### src/rtl/csd_regs.svh
`ifndef CSD_REGS_SVH
`define CSD_REGS_SVH

// Opcode bytes
`define CSD_OP_ASCII_ADJ_SUB   8'h3f
`define CSD_OP_DEC_ADJ_SUB     8'h2f
`define CSD_OP_GRP3_HI7        7'h7b
`define CSD_OP_SIGNED_MULTIPLY_IMM_MASK   8'hfd
`define CSD_OP_SIGNED_MULTIPLY_IMM        8'h69
`define CSD_OP_AAM             8'hd4
`define CSD_OP_AAD             8'hd5
`define CSD_OP_AA_SECOND       8'h0a
`define CSD_OP_BYTE_EXT        8'h98
`define CSD_OP_WORD_EXT        8'h99
`define CSD_OP_SHIFT1_HI7      7'h68
`define CSD_OP_SHIFTC_HI7      7'h69
`define CSD_OP_SHIFTI_HI7      7'h60
`define CSD_OP_TEST_RM_HI7     7'h42
`define CSD_OP_TEST_ACC_HI7    7'h54
`define CSD_OP_SMOVE_HI7       7'h52
`define CSD_OP_SCMP_HI7        7'h53
`define CSD_OP_SSCAN_HI7       7'h57
`define CSD_OP_SLOAD_HI7       7'h56
`define CSD_OP_SSTORE_HI7      7'h55
`define CSD_OP_SIN_HI7         7'h36
`define CSD_OP_SOUT_HI7        7'h37
`define CSD_OP_REP             8'hf3
`define CSD_OP_REPC_HI7        7'h79
`define CSD_OP_CALL_FAR        8'h9a
`define CSD_OP_RETF_IMM        8'hca
`define CSD_OP_JCC_HI4         4'h7
`define CSD_OP_LOOP            8'he2
`define CSD_OP_LOOPZ           8'he1
`define CSD_OP_JUMP_COUNT_ZERO            8'he3
`define CSD_OP_ENTER           8'hc8
`define CSD_OP_FRAME_A           8'hc9
`define CSD_OP_INT_TYPE        8'hcd
`define CSD_OP_INT3            8'hcc
`define CSD_OP_INTO            8'hce

// Group-3 and shift reg fields
`define CSD_REG_TEST           3'h0
`define CSD_REG_NOT            3'h2
`define CSD_REG_MUL            3'h4
`define CSD_REG_SIGNED_MULTIPLY           3'h5
`define CSD_REG_DIV            3'h6
`define CSD_REG_SIGNED_DIVIDE           3'h7
`define CSD_TTT_ILLEGAL        3'h6
`define CSD_MOD_REG            2'h3

// Clock counts
`define CSD_CLK_ADJ_SUB        12'd3
`define CSD_CLK_MUL_RB         12'd13
`define CSD_CLK_MUL_RW         12'd21
`define CSD_CLK_MUL_MB         12'd16
`define CSD_CLK_MUL_MW         12'd24
`define CSD_CLK_SIGNED_MULTIPLY_IMM_R     12'd21
`define CSD_CLK_SIGNED_MULTIPLY_IMM_M     12'd24
`define CSD_CLK_DIV_RB         12'd14
`define CSD_CLK_DIV_RW         12'd22
`define CSD_CLK_DIV_MB         12'd17
`define CSD_CLK_DIV_MW         12'd25
`define CSD_CLK_SIGNED_DIVIDE_RB        12'd17
`define CSD_CLK_SIGNED_DIVIDE_RW        12'd25
`define CSD_CLK_SIGNED_DIVIDE_MB        12'd20
`define CSD_CLK_SIGNED_DIVIDE_MW        12'd28
`define CSD_CLK_AAM            12'd16
`define CSD_CLK_AAD            12'd14
`define CSD_CLK_EXTEND         12'd2
`define CSD_CLK_SH1_R          12'd2
`define CSD_CLK_SH1_M          12'd7
`define CSD_CLK_SHN_R          12'd5
`define CSD_CLK_SHN_M          12'd8
`define CSD_CLK_TEST_RR        12'd2
`define CSD_CLK_TEST_M         12'd6
`define CSD_CLK_TEST_IR        12'd3
`define CSD_CLK_NOT_R          12'd2
`define CSD_CLK_NOT_M          12'd7
`define CSD_CLK_SMOVE          12'd5
`define CSD_CLK_SCMP           12'd8
`define CSD_CLK_SSCAN          12'd7
`define CSD_CLK_SLOAD          12'd5
`define CSD_CLK_SSTORE         12'd3
`define CSD_CLK_SPORT          12'd5
`define CSD_CLK_REP_BASE       12'd5
`define CSD_CLK_REP_STORE_BASE 12'd4
`define CSD_MUL_REP_MOVE       12'd4
`define CSD_MUL_REP_STORE      12'd3
`define CSD_MUL_REP_CMP        12'd9
`define CSD_MUL_REP_SCAN       12'd8
`define CSD_CLK_GATE_SAME      12'd41
`define CSD_CLK_GATE_DIFF      12'd82
`define CSD_CLK_GATE_PARM      12'd86
`define CSD_MUL_GATE_PARM      12'd4
`define CSD_CLK_RETF_IMM       12'd15
`define CSD_CLK_JCC_TAKEN      12'd7
`define CSD_CLK_JCC_NOT        12'd3
`define CSD_CLK_LOOP_TAKEN     12'd8
`define CSD_CLK_LOOP_NOT       12'd4
`define CSD_CLK_ENTER_L0       12'd11
`define CSD_CLK_ENTER_L1       12'd15
`define CSD_CLK_ENTER_LN       12'd16
`define CSD_MUL_ENTER          12'd4
`define CSD_CLK_FRAME_A          12'd5
`define CSD_CLK_INTO_TAKEN     12'd24
`define CSD_CLK_INTO_NOT       12'd3
`define CSD_CLK_INT            12'd23
`define CSD_CLK_EA3_EXTRA      12'd1

`endif

### src/rtl/csd_pkg.sv
package csd_pkg;
	typedef enum logic [5:0] {
		CSD_CLS_NONE, CSD_CLS_ADJ_SUB, CSD_CLS_MUL, CSD_CLS_SIGNED_MULTIPLY, CSD_CLS_SIGNED_MULTIPLY_IMM,
		CSD_CLS_DIV, CSD_CLS_SIGNED_DIVIDE, CSD_CLS_AAM, CSD_CLS_AAD, CSD_CLS_EXTEND,
		CSD_CLS_SHIFT1, CSD_CLS_SHIFTN, CSD_CLS_TEST_RM, CSD_CLS_TEST_IMM_RM, CSD_CLS_TEST_ACC,
		CSD_CLS_NOT, CSD_CLS_SMOVE, CSD_CLS_SCMP, CSD_CLS_SSCAN, CSD_CLS_SLOAD,
		CSD_CLS_SSTORE, CSD_CLS_SPORT, CSD_CLS_CALL_GATE, CSD_CLS_RETF_IMM, CSD_CLS_JCC,
		CSD_CLS_LOOP, CSD_CLS_ENTER, CSD_CLS_FRAME_A, CSD_CLS_INT, CSD_CLS_INTO
	} csd_class_t;

	typedef enum logic [1:0] {
		CSD_GATE_SAME, CSD_GATE_DIFF, CSD_GATE_PARM
	} csd_gate_t;

	// Instruction bytes as presented by the fetch stream
	typedef struct packed {
		logic [7:0] prefix;
		logic       prefix_valid;
		logic [7:0] opcode;
		logic [7:0] modrm;
		logic [7:0] second;
	} csd_insn_t;

	// Execution context known only at run time
	typedef struct packed {
		logic       protected_mode;
		logic       ea_three;
		logic       branch_taken;
		logic       zero_flag;
		logic [1:0] gate_kind;
		logic [4:0] param_count;
		logic [4:0] nest_level;
		logic [15:0] count_register;
		logic [3:0] next_len;
	} csd_ctx_t;

	typedef struct packed {
		csd_class_t  cls;
		logic        word;
		logic        mem;
		logic [2:0]  shift_op_field;
		logic        rep;
		logic        rep_on_zero;
		logic        may_except;
		logic        no_result;
		logic        illegal;
		logic [15:0] clocks;
	} csd_dec_t;
endpackage

### src/rtl/csd_modrm_split.sv
module csd_modrm_split (
	input  wire logic [7:0] modrm_in,
	output logic            mem_out,
	output logic [2:0]      reg_out
);
	assign mem_out = (modrm_in[7:6] != 2'h3);
	assign reg_out = modrm_in[5:3];
endmodule // csd_modrm_split

### src/rtl/csd_rep_timer.sv
// Sums base + per * n, saturating; n comes from the count register
module csd_rep_timer #(
	parameter int CW = 16
) (
	input  wire logic [11:0]   base_in,
	input  wire logic [11:0]   per_in,
	input  wire logic [CW-1:0] n_in,
	output logic [15:0]        total_out
);
	logic [CW+12:0] full;
	if (CW < 1 || CW > 16) begin : g_bad_cw
		$error("csd_rep_timer: CW out of range");
	end
	assign full = (CW+13)'(base_in) + (CW+13)'(per_in) * (CW+13)'(n_in);
	assign total_out = (full > (CW+13)'(16'hffff)) ? 16'hffff : full[15:0];
endmodule // csd_rep_timer

### src/rtl/csd_decoder.sv
`include "csd_regs.svh"
module csd_decoder (
	input  wire logic              clk_sys_in,
	input  wire logic              rst_n_in,
	input  wire logic              insn_valid_in,
	input  wire csd_pkg::csd_insn_t insn_in,
	input  wire csd_pkg::csd_ctx_t  ctx_in,
	output logic                   dec_valid_out,
	output csd_pkg::csd_dec_t      dec_out,
	output logic                   repeat_stop_out
);
	import csd_pkg::*;

	logic        mem;
	logic [2:0]  regf;
	logic [7:0]  op;
	logic        w;
	logic        rep_plain;
	logic        rep_cond;
	logic [11:0] rep_base;
	logic [11:0] rep_per;
	logic [15:0] rep_total;
	logic [11:0] m_len;
	logic [11:0] ea_extra;
	logic [11:0] sh_n;
	csd_dec_t    next_dec;

	csd_modrm_split u_split (
		.modrm_in (insn_in.modrm),
		.mem_out  (mem),
		.reg_out  (regf)
	);

	csd_rep_timer #(.CW(16)) u_rep (
		.base_in   (rep_base),
		.per_in    (rep_per),
		.n_in      (ctx_in.count_register),
		.total_out (rep_total)
	);

	assign op        = insn_in.opcode;
	assign w         = op[0];
	assign rep_plain = insn_in.prefix_valid && insn_in.prefix == `CSD_OP_REP;
	assign rep_cond  = insn_in.prefix_valid && insn_in.prefix[7:1] == `CSD_OP_REPC_HI7;
	assign m_len     = 12'(ctx_in.next_len);
	assign ea_extra  = (mem && ctx_in.ea_three) ? `CSD_CLK_EA3_EXTRA : 12'h000;
	// Shift count from the low byte of the count register; the decoder does not mask it further
	assign sh_n      = 12'(ctx_in.count_register[7:0]);

	// Repeat timing parameters picked ahead of the main decode
	always_comb begin
		rep_base = `CSD_CLK_REP_BASE;
		rep_per  = `CSD_MUL_REP_MOVE;
		unique case (1'b1)
			op[7:1] == `CSD_OP_SSTORE_HI7: begin
				rep_base = `CSD_CLK_REP_STORE_BASE;
				rep_per  = `CSD_MUL_REP_STORE;
			end
			op[7:1] == `CSD_OP_SCMP_HI7: begin
				rep_per = `CSD_MUL_REP_CMP;
			end
			op[7:1] == `CSD_OP_SSCAN_HI7: begin
				rep_per = `CSD_MUL_REP_SCAN;
			end
			default: begin
				rep_per = `CSD_MUL_REP_MOVE;
			end
		endcase
	end

	always_comb begin
		logic [15:0] c;
		logic        str;
		c = 16'h0000;
		str = 1'b0;
		next_dec = '0;
		next_dec.cls = CSD_CLS_NONE;
		next_dec.word = w;
		next_dec.mem = 1'b0;
		next_dec.shift_op_field = regf;
		if (op == `CSD_OP_ASCII_ADJ_SUB || op == `CSD_OP_DEC_ADJ_SUB) begin
			next_dec.cls = CSD_CLS_ADJ_SUB;
			next_dec.word = 1'b0;
			c = 16'(`CSD_CLK_ADJ_SUB);
		end else if (op[7:1] == `CSD_OP_GRP3_HI7) begin
			next_dec.mem = mem;
			unique case (regf)
				`CSD_REG_MUL: begin
					next_dec.cls = CSD_CLS_MUL;
					c = 16'(mem ? (w ? `CSD_CLK_MUL_MW : `CSD_CLK_MUL_MB)
						: (w ? `CSD_CLK_MUL_RW : `CSD_CLK_MUL_RB));
				end
				`CSD_REG_SIGNED_MULTIPLY: begin
					next_dec.cls = CSD_CLS_SIGNED_MULTIPLY;
					c = 16'(mem ? (w ? `CSD_CLK_MUL_MW : `CSD_CLK_MUL_MB)
						: (w ? `CSD_CLK_MUL_RW : `CSD_CLK_MUL_RB));
				end
				`CSD_REG_DIV: begin
					next_dec.cls = CSD_CLS_DIV;
					next_dec.may_except = 1'b1;
					c = 16'(mem ? (w ? `CSD_CLK_DIV_MW : `CSD_CLK_DIV_MB)
						: (w ? `CSD_CLK_DIV_RW : `CSD_CLK_DIV_RB));
				end
				`CSD_REG_SIGNED_DIVIDE: begin
					next_dec.cls = CSD_CLS_SIGNED_DIVIDE;
					next_dec.may_except = 1'b1;
					c = 16'(mem ? (w ? `CSD_CLK_SIGNED_DIVIDE_MW : `CSD_CLK_SIGNED_DIVIDE_MB)
						: (w ? `CSD_CLK_SIGNED_DIVIDE_RW : `CSD_CLK_SIGNED_DIVIDE_RB));
				end
				`CSD_REG_NOT: begin
					next_dec.cls = CSD_CLS_NOT;
					c = 16'(mem ? `CSD_CLK_NOT_M : `CSD_CLK_NOT_R);
				end
				`CSD_REG_TEST: begin
					next_dec.cls = CSD_CLS_TEST_IMM_RM;
					next_dec.no_result = 1'b1;
					c = 16'(mem ? `CSD_CLK_TEST_M : `CSD_CLK_TEST_IR);
				end
				default: begin
					next_dec.illegal = 1'b1;
				end
			endcase
			if (mem) begin
				c = c + 16'(ea_extra);
			end
		end else if ((op & `CSD_OP_SIGNED_MULTIPLY_IMM_MASK) == `CSD_OP_SIGNED_MULTIPLY_IMM) begin
			// Bit 1 is s: sign-extended byte immediate versus word immediate
			next_dec.cls = CSD_CLS_SIGNED_MULTIPLY_IMM;
			next_dec.word = 1'b1;
			next_dec.mem = mem;
			c = 16'(mem ? `CSD_CLK_SIGNED_MULTIPLY_IMM_M + ea_extra : `CSD_CLK_SIGNED_MULTIPLY_IMM_R);
		end else if ((op == `CSD_OP_AAM || op == `CSD_OP_AAD) && insn_in.second == `CSD_OP_AA_SECOND) begin
			next_dec.cls = (op == `CSD_OP_AAM) ? CSD_CLS_AAM : CSD_CLS_AAD;
			next_dec.word = 1'b0;
			next_dec.may_except = (op == `CSD_OP_AAM);
			c = 16'((op == `CSD_OP_AAM) ? `CSD_CLK_AAM : `CSD_CLK_AAD);
		end else if (op == `CSD_OP_BYTE_EXT || op == `CSD_OP_WORD_EXT) begin
			next_dec.cls = CSD_CLS_EXTEND;
			c = 16'(`CSD_CLK_EXTEND);
		end else if (op[7:1] == `CSD_OP_SHIFT1_HI7) begin
			next_dec.cls = CSD_CLS_SHIFT1;
			next_dec.mem = mem;
			next_dec.illegal = (regf == `CSD_TTT_ILLEGAL);
			c = 16'(mem ? `CSD_CLK_SH1_M + ea_extra : `CSD_CLK_SH1_R);
		end else if (op[7:1] == `CSD_OP_SHIFTC_HI7 || op[7:1] == `CSD_OP_SHIFTI_HI7) begin
			next_dec.cls = CSD_CLS_SHIFTN;
			next_dec.mem = mem;
			next_dec.illegal = (regf == `CSD_TTT_ILLEGAL);
			// Immediate form takes n from the byte after ModRM
			c = 16'((mem ? `CSD_CLK_SHN_M + ea_extra : `CSD_CLK_SHN_R)
				+ ((op[7:1] == `CSD_OP_SHIFTI_HI7) ? 12'(insn_in.second) : sh_n));
		end else if (op[7:1] == `CSD_OP_TEST_RM_HI7) begin
			next_dec.cls = CSD_CLS_TEST_RM;
			next_dec.mem = mem;
			next_dec.no_result = 1'b1;
			c = 16'(mem ? `CSD_CLK_TEST_M + ea_extra : `CSD_CLK_TEST_RR);
		end else if (op[7:1] == `CSD_OP_TEST_ACC_HI7) begin
			next_dec.cls = CSD_CLS_TEST_ACC;
			next_dec.no_result = 1'b1;
			c = 16'(`CSD_CLK_TEST_IR);
		end else if (op[7:1] == `CSD_OP_SMOVE_HI7) begin
			next_dec.cls = CSD_CLS_SMOVE;
			str = 1'b1;
			c = 16'(`CSD_CLK_SMOVE);
		end else if (op[7:1] == `CSD_OP_SCMP_HI7) begin
			next_dec.cls = CSD_CLS_SCMP;
			str = 1'b1;
			c = 16'(`CSD_CLK_SCMP);
		end else if (op[7:1] == `CSD_OP_SSCAN_HI7) begin
			next_dec.cls = CSD_CLS_SSCAN;
			str = 1'b1;
			c = 16'(`CSD_CLK_SSCAN);
		end else if (op[7:1] == `CSD_OP_SLOAD_HI7) begin
			next_dec.cls = CSD_CLS_SLOAD;
			str = 1'b1;
			c = 16'(`CSD_CLK_SLOAD);
		end else if (op[7:1] == `CSD_OP_SSTORE_HI7) begin
			next_dec.cls = CSD_CLS_SSTORE;
			str = 1'b1;
			c = 16'(`CSD_CLK_SSTORE);
		end else if (op[7:1] == `CSD_OP_SIN_HI7 || op[7:1] == `CSD_OP_SOUT_HI7) begin
			next_dec.cls = CSD_CLS_SPORT;
			str = 1'b1;
			c = 16'(`CSD_CLK_SPORT);
		end else if (op == `CSD_OP_CALL_FAR && ctx_in.protected_mode) begin
			next_dec.cls = CSD_CLS_CALL_GATE;
			unique case (csd_gate_t'(ctx_in.gate_kind))
				CSD_GATE_SAME: c = 16'(`CSD_CLK_GATE_SAME + m_len);
				CSD_GATE_DIFF: c = 16'(`CSD_CLK_GATE_DIFF + m_len);
				CSD_GATE_PARM: c = 16'(`CSD_CLK_GATE_PARM + `CSD_MUL_GATE_PARM * 12'(ctx_in.param_count)
					+ m_len);
				default: next_dec.illegal = 1'b1;
			endcase
		end else if (op == `CSD_OP_RETF_IMM && !ctx_in.protected_mode) begin
			// Protected-mode count is not given for this form
			next_dec.cls = CSD_CLS_RETF_IMM;
			c = 16'(`CSD_CLK_RETF_IMM + m_len);
		end else if (op[7:4] == `CSD_OP_JCC_HI4) begin
			next_dec.cls = CSD_CLS_JCC;
			next_dec.word = 1'b0;
			c = 16'(ctx_in.branch_taken ? `CSD_CLK_JCC_TAKEN + m_len : `CSD_CLK_JCC_NOT);
		end else if (op == `CSD_OP_LOOP || op == `CSD_OP_LOOPZ || op == `CSD_OP_JUMP_COUNT_ZERO) begin
			next_dec.cls = CSD_CLS_LOOP;
			next_dec.word = 1'b0;
			c = 16'(ctx_in.branch_taken ? `CSD_CLK_LOOP_TAKEN + m_len : `CSD_CLK_LOOP_NOT);
		end else if (op == `CSD_OP_ENTER) begin
			next_dec.cls = CSD_CLS_ENTER;
			next_dec.word = 1'b1;
			if (ctx_in.nest_level == 5'h00) begin
				c = 16'(`CSD_CLK_ENTER_L0);
			end else if (ctx_in.nest_level == 5'h01) begin
				c = 16'(`CSD_CLK_ENTER_L1);
			end else begin
				c = 16'(`CSD_CLK_ENTER_LN + `CSD_MUL_ENTER * 12'(ctx_in.nest_level - 5'h01));
			end
		end else if (op == `CSD_OP_FRAME_A) begin
			next_dec.cls = CSD_CLS_FRAME_A;
			next_dec.word = 1'b1;
			c = 16'(`CSD_CLK_FRAME_A);
		end else if ((op == `CSD_OP_INT_TYPE || op == `CSD_OP_INT3) && !ctx_in.protected_mode) begin
			next_dec.cls = CSD_CLS_INT;
			c = 16'(`CSD_CLK_INT + m_len);
		end else if (op == `CSD_OP_INTO) begin
			next_dec.cls = CSD_CLS_INTO;
			next_dec.may_except = 1'b1;
			c = 16'(ctx_in.branch_taken ? `CSD_CLK_INTO_TAKEN + m_len : `CSD_CLK_INTO_NOT);
		end else begin
			next_dec.illegal = 1'b1;
		end
		if (str && (rep_plain || rep_cond)) begin
			next_dec.rep = 1'b1;
			next_dec.rep_on_zero = rep_cond && insn_in.prefix[0];
			c = rep_total;
		end
		next_dec.clocks = c;
	end

	always_ff @(posedge clk_sys_in or negedge rst_n_in) begin
		if (!rst_n_in) begin
			dec_valid_out <= 1'b0;
		end else begin
			dec_valid_out <= insn_valid_in;
		end
	end

	always_ff @(posedge clk_sys_in or negedge rst_n_in) begin
		if (!rst_n_in) begin
			dec_out <= '0;
		end else if (insn_valid_in) begin
			dec_out <= next_dec;
		end
	end

	// Stop compare/scan repetition when the flag disagrees with z
	always_ff @(posedge clk_sys_in or negedge rst_n_in) begin
		if (!rst_n_in) begin
			repeat_stop_out <= 1'b0;
		end else if (insn_valid_in) begin
			repeat_stop_out <= rep_cond && (next_dec.cls == CSD_CLS_SCMP || next_dec.cls == CSD_CLS_SSCAN)
				&& (ctx_in.zero_flag != insn_in.prefix[0]);
		end
	end
endmodule // csd_decoder

### config.mk
export PLATFORM = sky130hd
export DESIGN_NAME = csd_decoder
export DESIGN_NICKNAME = d
export VERILOG_FILES = /design/src/rtl/csd_pkg.sv /design/src/rtl/csd_modrm_split.sv /design/src/rtl/csd_rep_timer.sv /design/src/rtl/csd_decoder.sv
export VERILOG_INCLUDE_DIRS = /design/src /design/src/rtl
export SDC_FILE = /design/constraint.sdc
export NUM_CORES = 1
export LEC_CHECK = 0
export BUFFER_PORTS_ARGS = -buffer_cell sky130_fd_sc_hd__buf_2
export CAP_MARGIN = 0
export CORE_MARGIN = 2
export CORE_UTILIZATION = 42
export CTS_BUF_LIST = sky130_fd_sc_hd__clkbuf_8
export DETAILED_ROUTE_END_ITERATION = 7
export GPL_ROUTABILITY_DRIVEN = 1
export SYNTH_ARGS = -nofsm -noshare
export SYNTH_HDL_FRONTEND = slang
export SYNTH_SLANG_ARGS = --single-unit
### constraint.sdc
create_clock -name clk_sys_in -period 1.29 [get_ports clk_sys_in]
set_input_delay 0.258 -clock clk_sys_in [delete_from_list [all_inputs] [get_ports clk_sys_in]]
set_output_delay 0.258 -clock clk_sys_in [all_outputs]
set_load 0.05 [all_outputs]
=== Word level (Yosys, flattened, before mapping) ===
Index checks and enable logic that the tools add are counted.

* Reductions and logical operators: 29
* Equality and inequality tests: 46
* $add $sub $neg: 18
* $mul: 1
* Mux-type cells: 164
* $lt $le $gt $ge: 1

{| class="wikitable"
|+ Operators by type and width
! operator !! number
|-
| 2-to-1 mux 16 bit || 28
|-
| == test 8 bit, second input constant || 15
|-
| 2-to-1 mux 5 bit || 23
|-
| == test 7 bit, second input constant || 12
|-
| case mux 16 bit (5 select lines) || 1
|-
| 2-to-1 mux 1 bit || 78
|-
| 2-to-1 mux 6 bit || 8
|-
| 2-to-1 mux 15 bit || 2
|-
| adder 3 x 28 -> 29 bit || 1
|-
| greater-than comparator 29 x 16 -> 1 bit, second input constant || 1
|-
| 2-to-1 mux 4 bit || 7
|-
| case mux 9 bit (3 select lines) || 1
|-
| case mux 4 bit (6 select lines) || 1
|-
| == test 7 x 6 -> 1 bit, second input constant || 3
|-
| multiplier 4 x 16 -> 20 bit || 1
|-
| 2-to-1 mux 3 bit || 6
|-
| adder 16 x 1 -> 16 bit || 1
|-
| == test 8 x 6 -> 1 bit, second input constant || 2
|-
| 2-to-1 mux 8 bit || 2
|-
| adder 5 x 14 -> 15 bit, first input constant || 1
|-
| adder 5 x 4 -> 6 bit, first input constant || 2
|-
| == test 3 bit, second input constant || 4
|-
| == test 6 x 5 -> 1 bit, second input constant || 2
|-
| case mux 4 bit (3 select lines) || 1
|-
| other kinds (30) || 56
|}

* Output and inout port bits: 34
* Bits of input ports: 72
* Register bits: 34
* Word-level logic and storage cells: 271

=== Longest topological paths before layout ===
Gate-level depths: netlist of the first run.

* Depth in word-level cells: 29
* Mapped depth: 21
* Depth with buffers taken out: 17

=== Hierarchy ===
A second synthesis of the first run with hierarchy kept.

* Cell total of the unflattened synthesis: 1453
* Area total of the unflattened synthesis: 11571.1 um^2

{| class="wikitable"
|+ Modules (own cells, without submodules)
! module !! sequential area each (um^2) !! instances !! area each (um^2) !! cells an instance
|-
| csd_rep_timer || 0.0 || 1 || 7428.4 || 906
|-
| csd_decoder || 825.8 || 1 || 4116.4 || 543
|-
| csd_modrm_split || 0.0 || 1 || 26.3 || 4
|}

=== Worst setup path after synthesis of the first run ===
Ideal clock, no wire load.

* Path type: in2reg
* Start: in insn_in[19] (netlist name)
* End: reg dec_out[15] (netlist name)
* Required time: 1.154 ns
* Slack: -3.985 ns
* Buffers on the path: 3
* Setup time: 0.136 ns
* Stages on the path: 19
* Data arrival time: 5.138 ns
* Cells stage by stage: clkbuf_1 -> nor2b_1 -> and4_1 -> clkbuf_1 -> clkbuf_1 -> nor2_1 -> nand2_1 -> fa_1 -> fa_1 -> inv_1 -> fa_1 -> a211o_2 -> a2111oi_0 -> nor3_1 -> or4_1 -> or3_1 -> or4_1 -> nand3_1 -> o221ai_2

* Longest elaborated chain between the ends: 23
* Elaborated cells on any way between the ends: 81
* Those cells by class: add/sub: 1; mul: 1; order compare: 1; eq/ne: 27; mux: 40; reduce/logical: 11

{| class="wikitable"
|+ RTL lines
! what !! line !! source
|-
| start, declared || csd_decoder.sv:6 || <nowiki>input wire csd_pkg::csd_insn_t insn_in,</nowiki>
|-
| branches (longest 22 deep; another with adder 3 x 28 -> 29 bit) || - ||
|-
| 2-to-1 mux 16 bit * || csd_decoder.sv:230 || <nowiki>if (str && (rep_plain || rep_cond)) begin</nowiki>
|-
| end signal, assigned || csd_decoder.sv:250 || <nowiki>dec_out <= next_dec;</nowiki>
|-
| end, declared || csd_decoder.sv:9 || <nowiki>output csd_pkg::csd_dec_t dec_out,</nowiki>
|}

Mark *: on every way between the ends.
A chain may end at the register's enable or synchronous reset.

=== Worst setup path after layout of the first run ===
* Start: in insn_in[20] (netlist name)
* End: reg dec_out[9] (netlist name)

The elaborated chain is that of the path after synthesis.

==> results of run 1 <==
worst min-delay path by stage:
stage                            from     endpoint  slack [ns]  cells after the start
after floorplan              rst_n_in   dec_out[0]       -0.04                      0
after global placement       rst_n_in  dec_out[20]        0.19                      1
after detailed placement     rst_n_in  dec_out[20]        0.20                      1
after CTS                 insn_in[25]  dec_out[19]        0.21                      2
after global routing      insn_in[25]  dec_out[19]        0.22                      2
final                     insn_in[25]  dec_out[19]        0.22                      2
stage by stage:
| stage | util | hold WS, ns | setup slack [ns] | power [mW] | instance area (um2) |
|---|---|---|---|---|---|
| after floorplan | - | -0.0376 | -3.57 | 2.49 | 7000 |
| after global placement | 0.636 | 0.194 | -3.70 | 3.56 | 9710 |
| after detailed placement | 0.636 | 0.196 | -3.79 | 3.58 | 9710 |
| after CTS | 0.679 | 0.214 | -3.25 | 4.73 | 10400 |
| after global routing | 0.711 | 0.220 | -3.38 | 5.18 | 10800 |
| final | 0.711 | 0.217 | -3.22 | 4.91 | 10800 |
sequential cells by signal, summed over array words and instances (netlist names):
signal and count:
dec_out 31, dec_valid_out 1, repeat_stop_out 1
layout make-up:
| cell class | count | area share |
|---|---|---|
| clock inverter | 2 | 0.00311 |
| multi-input combinational | 737 | 0.577 |
| timing repair buffer | 420 | 0.289 |
| sequential | 33 | 0.0761 |
| clock buffer | 6 | 0.00761 |
| inverter | 65 | 0.0227 |
| tap | 211 | 0.0243 |
worst max-delay path, delay by kind of cell:
family | cells | cell delay (ns)
AO/OA/AOI/OAI | 3 | 0.91
adder cells (fa/ha/maj) | 3 | 1.41
buffers and inverters | 4 | 0.48
multiplexers | 1 | 0.34
AND/OR/NAND/NOR | 8 | 1.33
cells in the mapped netlist (5+ instances only):
cell type / n
o2111ai_1: 7
or4_1: 6
clkbuf_1: 38
mux2_2: 9
o22ai_1: 6
xnor2_1: 24
xor2_1: 11
o31ai_1: 8
nor2_1: 62
o21a_1: 8
nand3_1: 27
a21o_1: 11
and3_1: 38
or3_1: 13
fa_1: 29
and2_1: 31
nand2b_1: 7
nand2_1: 74
nor2b_1: 15
o221ai_1: 5
a21oi_1: 49
o21ai_0: 45
inv_1: 64
o211ai_1: 9
nor4_1: 13
dfrtp_1: 33
a31oi_1: 9
ha_1: 50
nand4_1: 18
a221oi_1: 5
nor3_1: 27
a211oi_1: 15
nor3b_1: 6
mux2i_1: 16
logic make-up (layout without fill, tap and decap cells):
group                      after synthesis  in the layout  synth area share
xor gates and xnor gates                35             35            0.0466
and+or+nand+nor                        366            366             0.303
muxes                                   26             27            0.0420
buffers and inverters                  107            493            0.0622
AOI/OAI and AO/OA                      229            229             0.237
other                                    1              1          0.000570
DFF                                     33             33             0.125
adders and majority gates               79             79             0.183
power by group:
part / switching [mW] / leakage (nW) / internal, mW
registers: 0.0349 / 0.431 / 1.09
clock network: 0.387 / 0.0626 / 0.622
logic: 1.50 / 4.77 / 1.27
total: 1.92 / 5.27 / 2.99
routing by layer:
layer	vias to the layer above	wire [um]	track usage
li1	4008	-	-
met1	3955	12500	0.451
met2	298	11600	0.474
met3	40	1390	0.0293
met4	0	527	0.0633
met5	-	0	0
timing repair:
action	in CTS	in global routing
hold buffers	1	0
gates cloned	1	0
endpoints found under the hold margin	15	0
pin swaps	34	37
setup endpoints to repair	29	29
gates resized for setup	95	73
buffers inserted	10	19
==> results.toml, run 1 <==
[job]
drv_cap = 0

[clock_tree]
path_clk_slew_ns = 0.07
cts_root_buffer = "clkbuf_8"
cts_max_level = 2
cts_buffers = 5
cts_tree = "yes"
cts_buffer_depth = 2
clkSinkCount = 33
clk_latency_ns = 0.29

[synth]
synth_area_um2 = 6580
yosysSeqAreaShare = 0.125
ys_top_cells_by_area = "dfrtp_1 13%, ha_1 9.5%, fa_1 8.8%"
synth_edf_count = 0
synth-main-ff-cell = "dfrtp_1"
yosys_warnings = 0
synth.distinct_cells = 81
yosysTopAreaCell = "dfrtp_1"
ys_ff_latch = 33
syn_area_per_cell_um2 = 7.51
yosysTopAreaCellShare = 0.125
syn_inst = 876
synth_async_sr_flop_share = 1.00
synth_nets = 1027

[timing]
setup_viol = 29
maxSlewViolCount = 0
worstMarginPinSlew_ns = 0.846
setup_slack_ns = -3.22
hold_viol_final = 0
slew-limit-headroom = 0.429
fin_crit_ns = 4.51
setup_tns_ns = -58.98
fin_crit_sh = 3.50
worst_clock_skew_ns = 0
rsz0062_at_grt = "yes"
fmax_ghz = 0.222

[final_layout]
n_fill_cell = 1253
final_common_cell = "buf_4"
register_area_um2 = 826
final_cells = 1474
drive_gt1_frac = 0.458
n_antenna_cell = 0
area_growth_pct = 64.8
most-common-layout-cells = "289 x buf_4, 94 x buf_2, 69 x nand2_1"
nNetsFinal = 1413
multi_input_area_um2 = 6260

[detailed_routing]
post-route-drc-count = 0
viasPerCell = 5.63
routed_wl_um = 26100
firstDrtPassIters = 5
vias = 8301
ant_nets = 0
routedWlPerCell_um = 17.7
drt_iter0_drc = 718

[worst_setup_path]
crit_top_cell = "fa_1"
startpoint_type = "primary input"
crit_path_top_delay_cell = "fa_1"
worstSetupPathType = "primary input to flip-flop"
crit_path_max_fanout = 5
slowest_delay_ns = 0.53
reg2reg_to = "dec_out[3]"
reg2reg_depth = 6
crit_path_end_kind = "flip-flop"
r2r_slack_ns = -0.13
critPathArrivalTime_ns = 4.71
timing.rr.start = "dec_out[3]"
crit_start = "insn_in[20]"
crit_required_ns = 1.50
cp-endpoint = "dec_out[9]"
crit_path_cell_trace = "buf_6, nor2b_4, and3_4, and2_4, nand2_2, fa_1, fa_1, inv_2, fa_2, a211o_4, a2111oi_4, nor3_2, buf_4, nor3_4, nand3_2, nor4_4, buf_12, mux2_4, o211ai_1"

[global_route]
antenna_found_initial = 0
grt_pass1_wl_um = 40300
grt_max_degree = 21
grt_pass1_vias = 7862
grt.overflow.total = 0
grt_usage = 0.302

[die]
die_height_um = 129
num_rows = 45
coreArea_um2 = 15300
die-area_um2 = 16700
start_util = 0.431
pin_count = 106
die_x_um = 129

[run_status]
status = "complete, but fails checks"
violations = "setup timing"

[placement]
numPortBuffers = 101
hpwl_um = 20500
place_congestion = 0.947
dp_cells = 1438

[worst_hold_path]
hold_class = "primary input to flip-flop"

[power]
vdd_drop_max_uv = 441
p_per_area_nw_per_um2 = 453
p_leak_nw = 5.27
(Power assumes the default switching activity.)
==> run 2: changes to the inputs <==
RECOVER_POWER = 25   (was not set)
==> results.toml, run 2 (synthesized netlist as in run 1, its figures left out) <==
[worst_setup_path]
crit_family = "adder cells"
crit_path_top_delay_cell = "fa_1"
critPathArrivalTime_ns = 4.72
worstSetupPathType = "primary input to flip-flop"
startpoint_type = "primary input"
crit_top_cell = "fa_1"
path_buf_inv = 4
crit_path_max_fanout = 5
crit_path_cell_trace = "buf_6, nor2b_4, and3_4, and2_4, nand2_2, fa_1, fa_1, inv_2, fa_2, a211o_4, a2111oi_4, nor3_2, buf_4, nor3_4, nand3_2, nor4_4, buf_12, mux2_4, a31oi_1"
crit_path_end_kind = "flip-flop"
crit_required_ns = 1.50
slowest_delay_ns = 0.53

[detailed_routing]
viasPerCell = 5.63
vias = 8299
routedWlPerCell_um = 17.7
firstDrtPassIters = 5
routed_wl_um = 26100
post-route-drc-count = 0
drt_iter0_drc = 717
ant_nets = 0

[placement]
hpwl_um = 20500
dp_cells = 1438
dp_slack_ns = -3.79
place_congestion = 0.947
numPortBuffers = 101

[global_route]
antenna_found_initial = 0
grt_usage = 0.302
grt_pass1_vias = 7862
grt.overflow.total = 0
grt_max_degree = 21
grt_pass1_wl_um = 40300

[run_status]
status = "complete, but fails checks"
violations = "setup timing"

[clock_tree]
clkSinkCount = 33
cts_buffer_depth = 2
path_clk_slew_ns = 0.07
clk_latency_ns = 0.29
cts_buffers = 5
cts_root_buffer = "clkbuf_8"
cts_max_level = 2
cts_tree = "yes"

[power]
p_per_area_nw_per_um2 = 452
power_frac_comb = 0.566
p_seq_frac = 0.230
p_int_mw = 2.99
clkPwrFrac = 0.205
swShare = 0.391
p_leak_nw = 5.26
p_sw_mw = 1.92
p_total_mw = 4.91
vdd_drop_max_uv = 441

[final_layout]
most-common-layout-cells = "288 x buf_4, 93 x buf_2, 69 x nand2_1"
n_antenna_cell = 0
final_cells = 1474
area_growth_pct = 64.8
drive_gt1_frac = 0.458
nNetsFinal = 1413
largest_reg_flops = 31
final_common_cell = "buf_4"
regMostFlops = "dec_out"
reg_top3 = "dec_out (31), dec_valid_out (1), repeat_stop_out (1)"

[die]
start_util = 0.431
die_x_um = 129
pin_count = 106
coreArea_um2 = 15300
num_rows = 45
die_height_um = 129
die-area_um2 = 16700

[timing]
worstMarginPinSlew_ns = 0.894
maxSlewViolCount = 0
fin_hold_ws_ns = 0.219
setup_viol = 32
fin_crit_sh = 3.50
worst_clock_skew_ns = 0
rsz0062_at_grt = "yes"
setup_slack_ns = -3.22
fmax_ghz = 0.222
fin_crit_ns = 4.51
hold_viol_final = 0
slew-limit-headroom = 0.404

[job]
drv_cap = 0

[worst_hold_path]
hold_class = "primary input to flip-flop"
## run 2: path summary, 6_finish.rpt
path	endpoint	start	slack, ns	cells past startpoint
worst min-delay path	dec_out[19]	insn_in[25]	0.22	2
worst max register to register	dec_out[3]	dec_out[3]	-0.13	6
worst max-delay path	dec_out[1]	insn_in[20]	-3.22	19
min in group asynchronous	dec_out[29]	rst_n_in	0.43	2
worst min register to register	dec_out[20]	dec_out[20]	0.48	1
max in group asynchronous	dec_out[2]	rst_n_in	0.42	3
## run 2: power groups by stage
stage / sequential, mW / clock [mW] / combinational [mW]
floorplan: 1.34 / 0 / 1.15
global route: 1.13 / 1.05 / 3.00
global placement: 1.14 / 0 / 2.42
finish: 1.13 / 1.00 / 2.77
detailed placement: 1.14 / 0 / 2.44
CTS: 1.13 / 1.01 / 2.60
## run 2: layout make-up
| class | instances | area, um2 |
|---|---|---|
| multi-input cells | 737 | 6260 |
| fillers | 1254 | 4420 |
| repair buffers | 420 | 3130 |
| flip-flops and latches | 33 | 826 |
| well taps | 211 | 264 |
| inverters | 65 | 246 |
| clock buffers | 6 | 82.6 |
| clock inverters | 2 | 33.8 |
## run 2: through the flow
step | TNS [ns] | utilization | instance area, um2
2_1_floorplan | -60.86 | - | 7000
3_3_place_gp | -71.30 | 0.636 | 9710
3_5_place_dp | -73.00 | 0.636 | 9710
4_1_cts | -58.14 | 0.679 | 10400
5_1_grt | -62.78 | 0.711 | 10800
6_report | -59.38 | 0.711 | 10800
## run 2: routing by layer
| layer | share of wire | track usage |
|---|---|---|
| met1 | 0.48 | 0.451 |
| met2 | 0.45 | 0.474 |
| met3 | 0.053 | 0.0293 |
| met4 | 0.020 | 0.0633 |
| met5 | 0 | 0 |
## run 2: worst register-to-register path: stages (launching register included)
cell      delay, ns
dfrtp_1        0.39
nor2b_1        0.19
nor3_1         0.16
o211ai_1       0.11
a21oi_1        0.12
and3_1         0.23
o22ai_1        0.11
## run 2: what timing repair did
item | 4_1_cts | 5_1_grt
endpoints found under the setup margin | 29 | 29
setup buffers | 10 | 19
gates cloned | 1 | 0
hold buffers | 1 | 0
hold endpoints to repair | 15 | 0
pin swaps | 34 | 37
gates resized for setup | 95 | 73
==> run 3: changes to the inputs <==
ABC_AREA = 1   (was not set)
CTS_CLUSTER_SIZE = 25   (was not set)
==> results.toml, run 3 <==
[timing]
setup_viol = 28
fin_crit_sh = 3.20
hold_viol_final = 0
fmax_ghz = 0.242
maxSlewViolCount = 0
setup_slack_ns = -2.84
rsz0062_at_grt = "yes"
fin_crit_ns = 4.13
worst_clock_skew_ns = 0
setup_tns_ns = -49.27

[synth]
syn_area_per_cell_um2 = 6.00
ys_top_cells_by_area = "nand2_1 17%, dfrtp_1 13%, inv_1 9.8%"
synth.distinct_cells = 58
yosys_warnings = 0
ys_ff_latch = 33
synth_async_sr_flop_share = 1.00
synth-main-ff-cell = "dfrtp_1"
synth_area_um2 = 6420
yosysTopAreaCellShare = 0.174
synth_nets = 1220
synth_edf_count = 0
syn_inst = 1069
yosysTopAreaCell = "nand2_1"
synthTopCellsByCount = "298 x nand2_1, 168 x inv_1, 161 x nor2_1"
synth_most_common_cell = "nand2_1"
yosysSeqAreaShare = 0.129

[clock_tree]
path_clk_slew_ns = 0.08
clkSinkCount = 33
cts_tree = "yes"
cts_buffers = 5
cts_root_buffer = "clkbuf_8"
clk_latency_ns = 0.28
cts_buffer_depth = 2
cts_max_level = 2

[final_layout]
area_growth_pct = 69.7
n_fill_cell = 1310
drive_gt1_frac = 0.451
reg_top3 = "dec_out (31), dec_valid_out (1), repeat_stop_out (1)"
fin_util = 0.722
nNetsFinal = 1648
multi_input_area_um2 = 5780
largest_reg_flops = 31
most-common-layout-cells = "307 x buf_4, 250 x nand2_1, 142 x inv_1"
regMostFlops = "dec_out"
register_area_um2 = 826
design_area_um2 = 10900
n_antenna_cell = 0
final_common_cell = "buf_4"

[die]
coreArea_um2 = 15100
die_height_um = 128
die-area_um2 = 16300
start_util = 0.425
die_x_um = 128
num_rows = 45
pin_count = 106

[worst_setup_path]
crit_path_max_fanout = 8
slowest_delay_ns = 0.53
startpoint_type = "primary input"
worstSetupPathType = "primary input to flip-flop"
critPathArrivalTime_ns = 4.35
crit_path_end_kind = "flip-flop"
crit_required_ns = 1.51
crit_top_cell = "nor2_4"
crit_path_top_delay_cell = "fa_1"

[placement]
hpwl_um = 19500
place_congestion = 0.966
placed_cell_area_um2 = 9540
numPortBuffers = 101

[global_route]
antenna_found_initial = 0
grt.overflow.total = 0
grt_max_degree = 21
grt_pass1_vias = 8291
grt_usage = 0.303
grt_pass1_wl_um = 40100

[job]
drv_cap = 0

[power]
swShare = 0.415
p_sw_mw = 1.83
p_per_area_nw_per_um2 = 404
p_leak_nw = 6.05
clkPwrFrac = 0.174
vdd_drop_max_uv = 370
power_frac_comb = 0.574
p_seq_frac = 0.251
p_int_mw = 2.57

[detailed_routing]
firstDrtPassIters = 5
drt_iter0_drc = 579
post-route-drc-count = 0
viasPerCell = 5.03
routedWlPerCell_um = 14.6
routed_wl_um = 24700
vias = 8487
ant_nets = 0

[worst_hold_path]
hold_class = "primary input to flip-flop"

[run_status]
status = "complete, but fails checks"
violations = "setup timing"
==> run 3: stage by stage <==
stage	total power, mW	instances	hold WS, ns	worst slack (ns)
floorplan	2.29	1069	-0.0376	-2.81
global placement	3.29	1630	0.189	-3.10
detailed placement	3.31	1630	0.193	-3.21
CTS	4.24	1668	0.172	-2.67
global route	4.70	1686	0.231	-3.06
finish	4.40	1686	0.209	-2.84
==> run 3: power by group through the flow <==
stage | clock network (mW) | registers (mW) | logic [mW]
after global routing | 0.821 | 1.11 | 2.77
after global placement | 0 | 1.12 | 2.17
after detailed placement | 0 | 1.12 | 2.18
after floorplan | 0 | 1.28 | 1.01
final | 0.768 | 1.11 | 2.53
after CTS | 0.772 | 1.11 | 2.37
==> run 3: path summary, 6_finish.rpt <==
kind                                 start         endpoint  slack [ns]  cells after the start
setup / recovery               insn_in[22]       dec_out[8]       -2.84                     30
hold / removal                 insn_in[25]      dec_out[19]        0.21                      2
setup reg to reg                dec_out[7]       dec_out[7]        0.48                      3
hold reg to reg            repeat_stop_out  repeat_stop_out        0.48                      2
max in group asynchronous         rst_n_in       dec_out[1]        0.40                      3
min in group asynchronous         rst_n_in      dec_out[10]        0.44                      2
==> run 3: area by class of cell <==
class,count,share of cell area
Multi-Input combinational cell,840,0.530
Timing Repair Buffer,437,0.297
Sequential cell,33,0.0758
Inverter,179,0.0663
Tap cell,188,0.0216
Clock buffer,5,0.00632
Clock inverter,3,0.00161
Timing Repair inverter,1,0.000689
==> run 3: repair_timing <==
item / in CTS / in global routing
setup endpoints to repair: 28 / 28
hold buffers: 1 / 0
setup buffers: 44 / 22
pin swaps: 73 / 60
resized for setup: 134 / 112
gates cloned: 3 / 0
hold endpoints to repair: 13 / 0
==> run 3: cells by family after synthesis <==
family	count (synthesis)	synth area share
compound gates	124	0.113
xor+xnor	20	0.0285
fa+ha+maj	79	0.188
buf+inv	197	0.120
flops	33	0.129
other cells	1	0.000584
simple gates	615	0.421
==> run 3: routing by layer <==
| metal | wire (um) | part of all wire | up-vias | global-route usage |
|---|---|---|---|---|
| met5 | 0 | 0 | - | 0 |
| met4 | 586 | 0.024 | 0 | 0.0769 |
| met3 | 1290 | 0.052 | 49 | 0.0415 |
| met2 | 11500 | 0.46 | 270 | 0.506 |
| met1 | 11400 | 0.46 | 3902 | 0.413 |
| li1 | - | - | 4266 | - |
==> run 3: worst max-delay path: cells and delay by family <==
family | cells | cell delay (ns)
and+or+nand+nor | 18 | 1.96
buffers and inverters | 9 | 0.79
adders and majority gates | 3 | 1.30
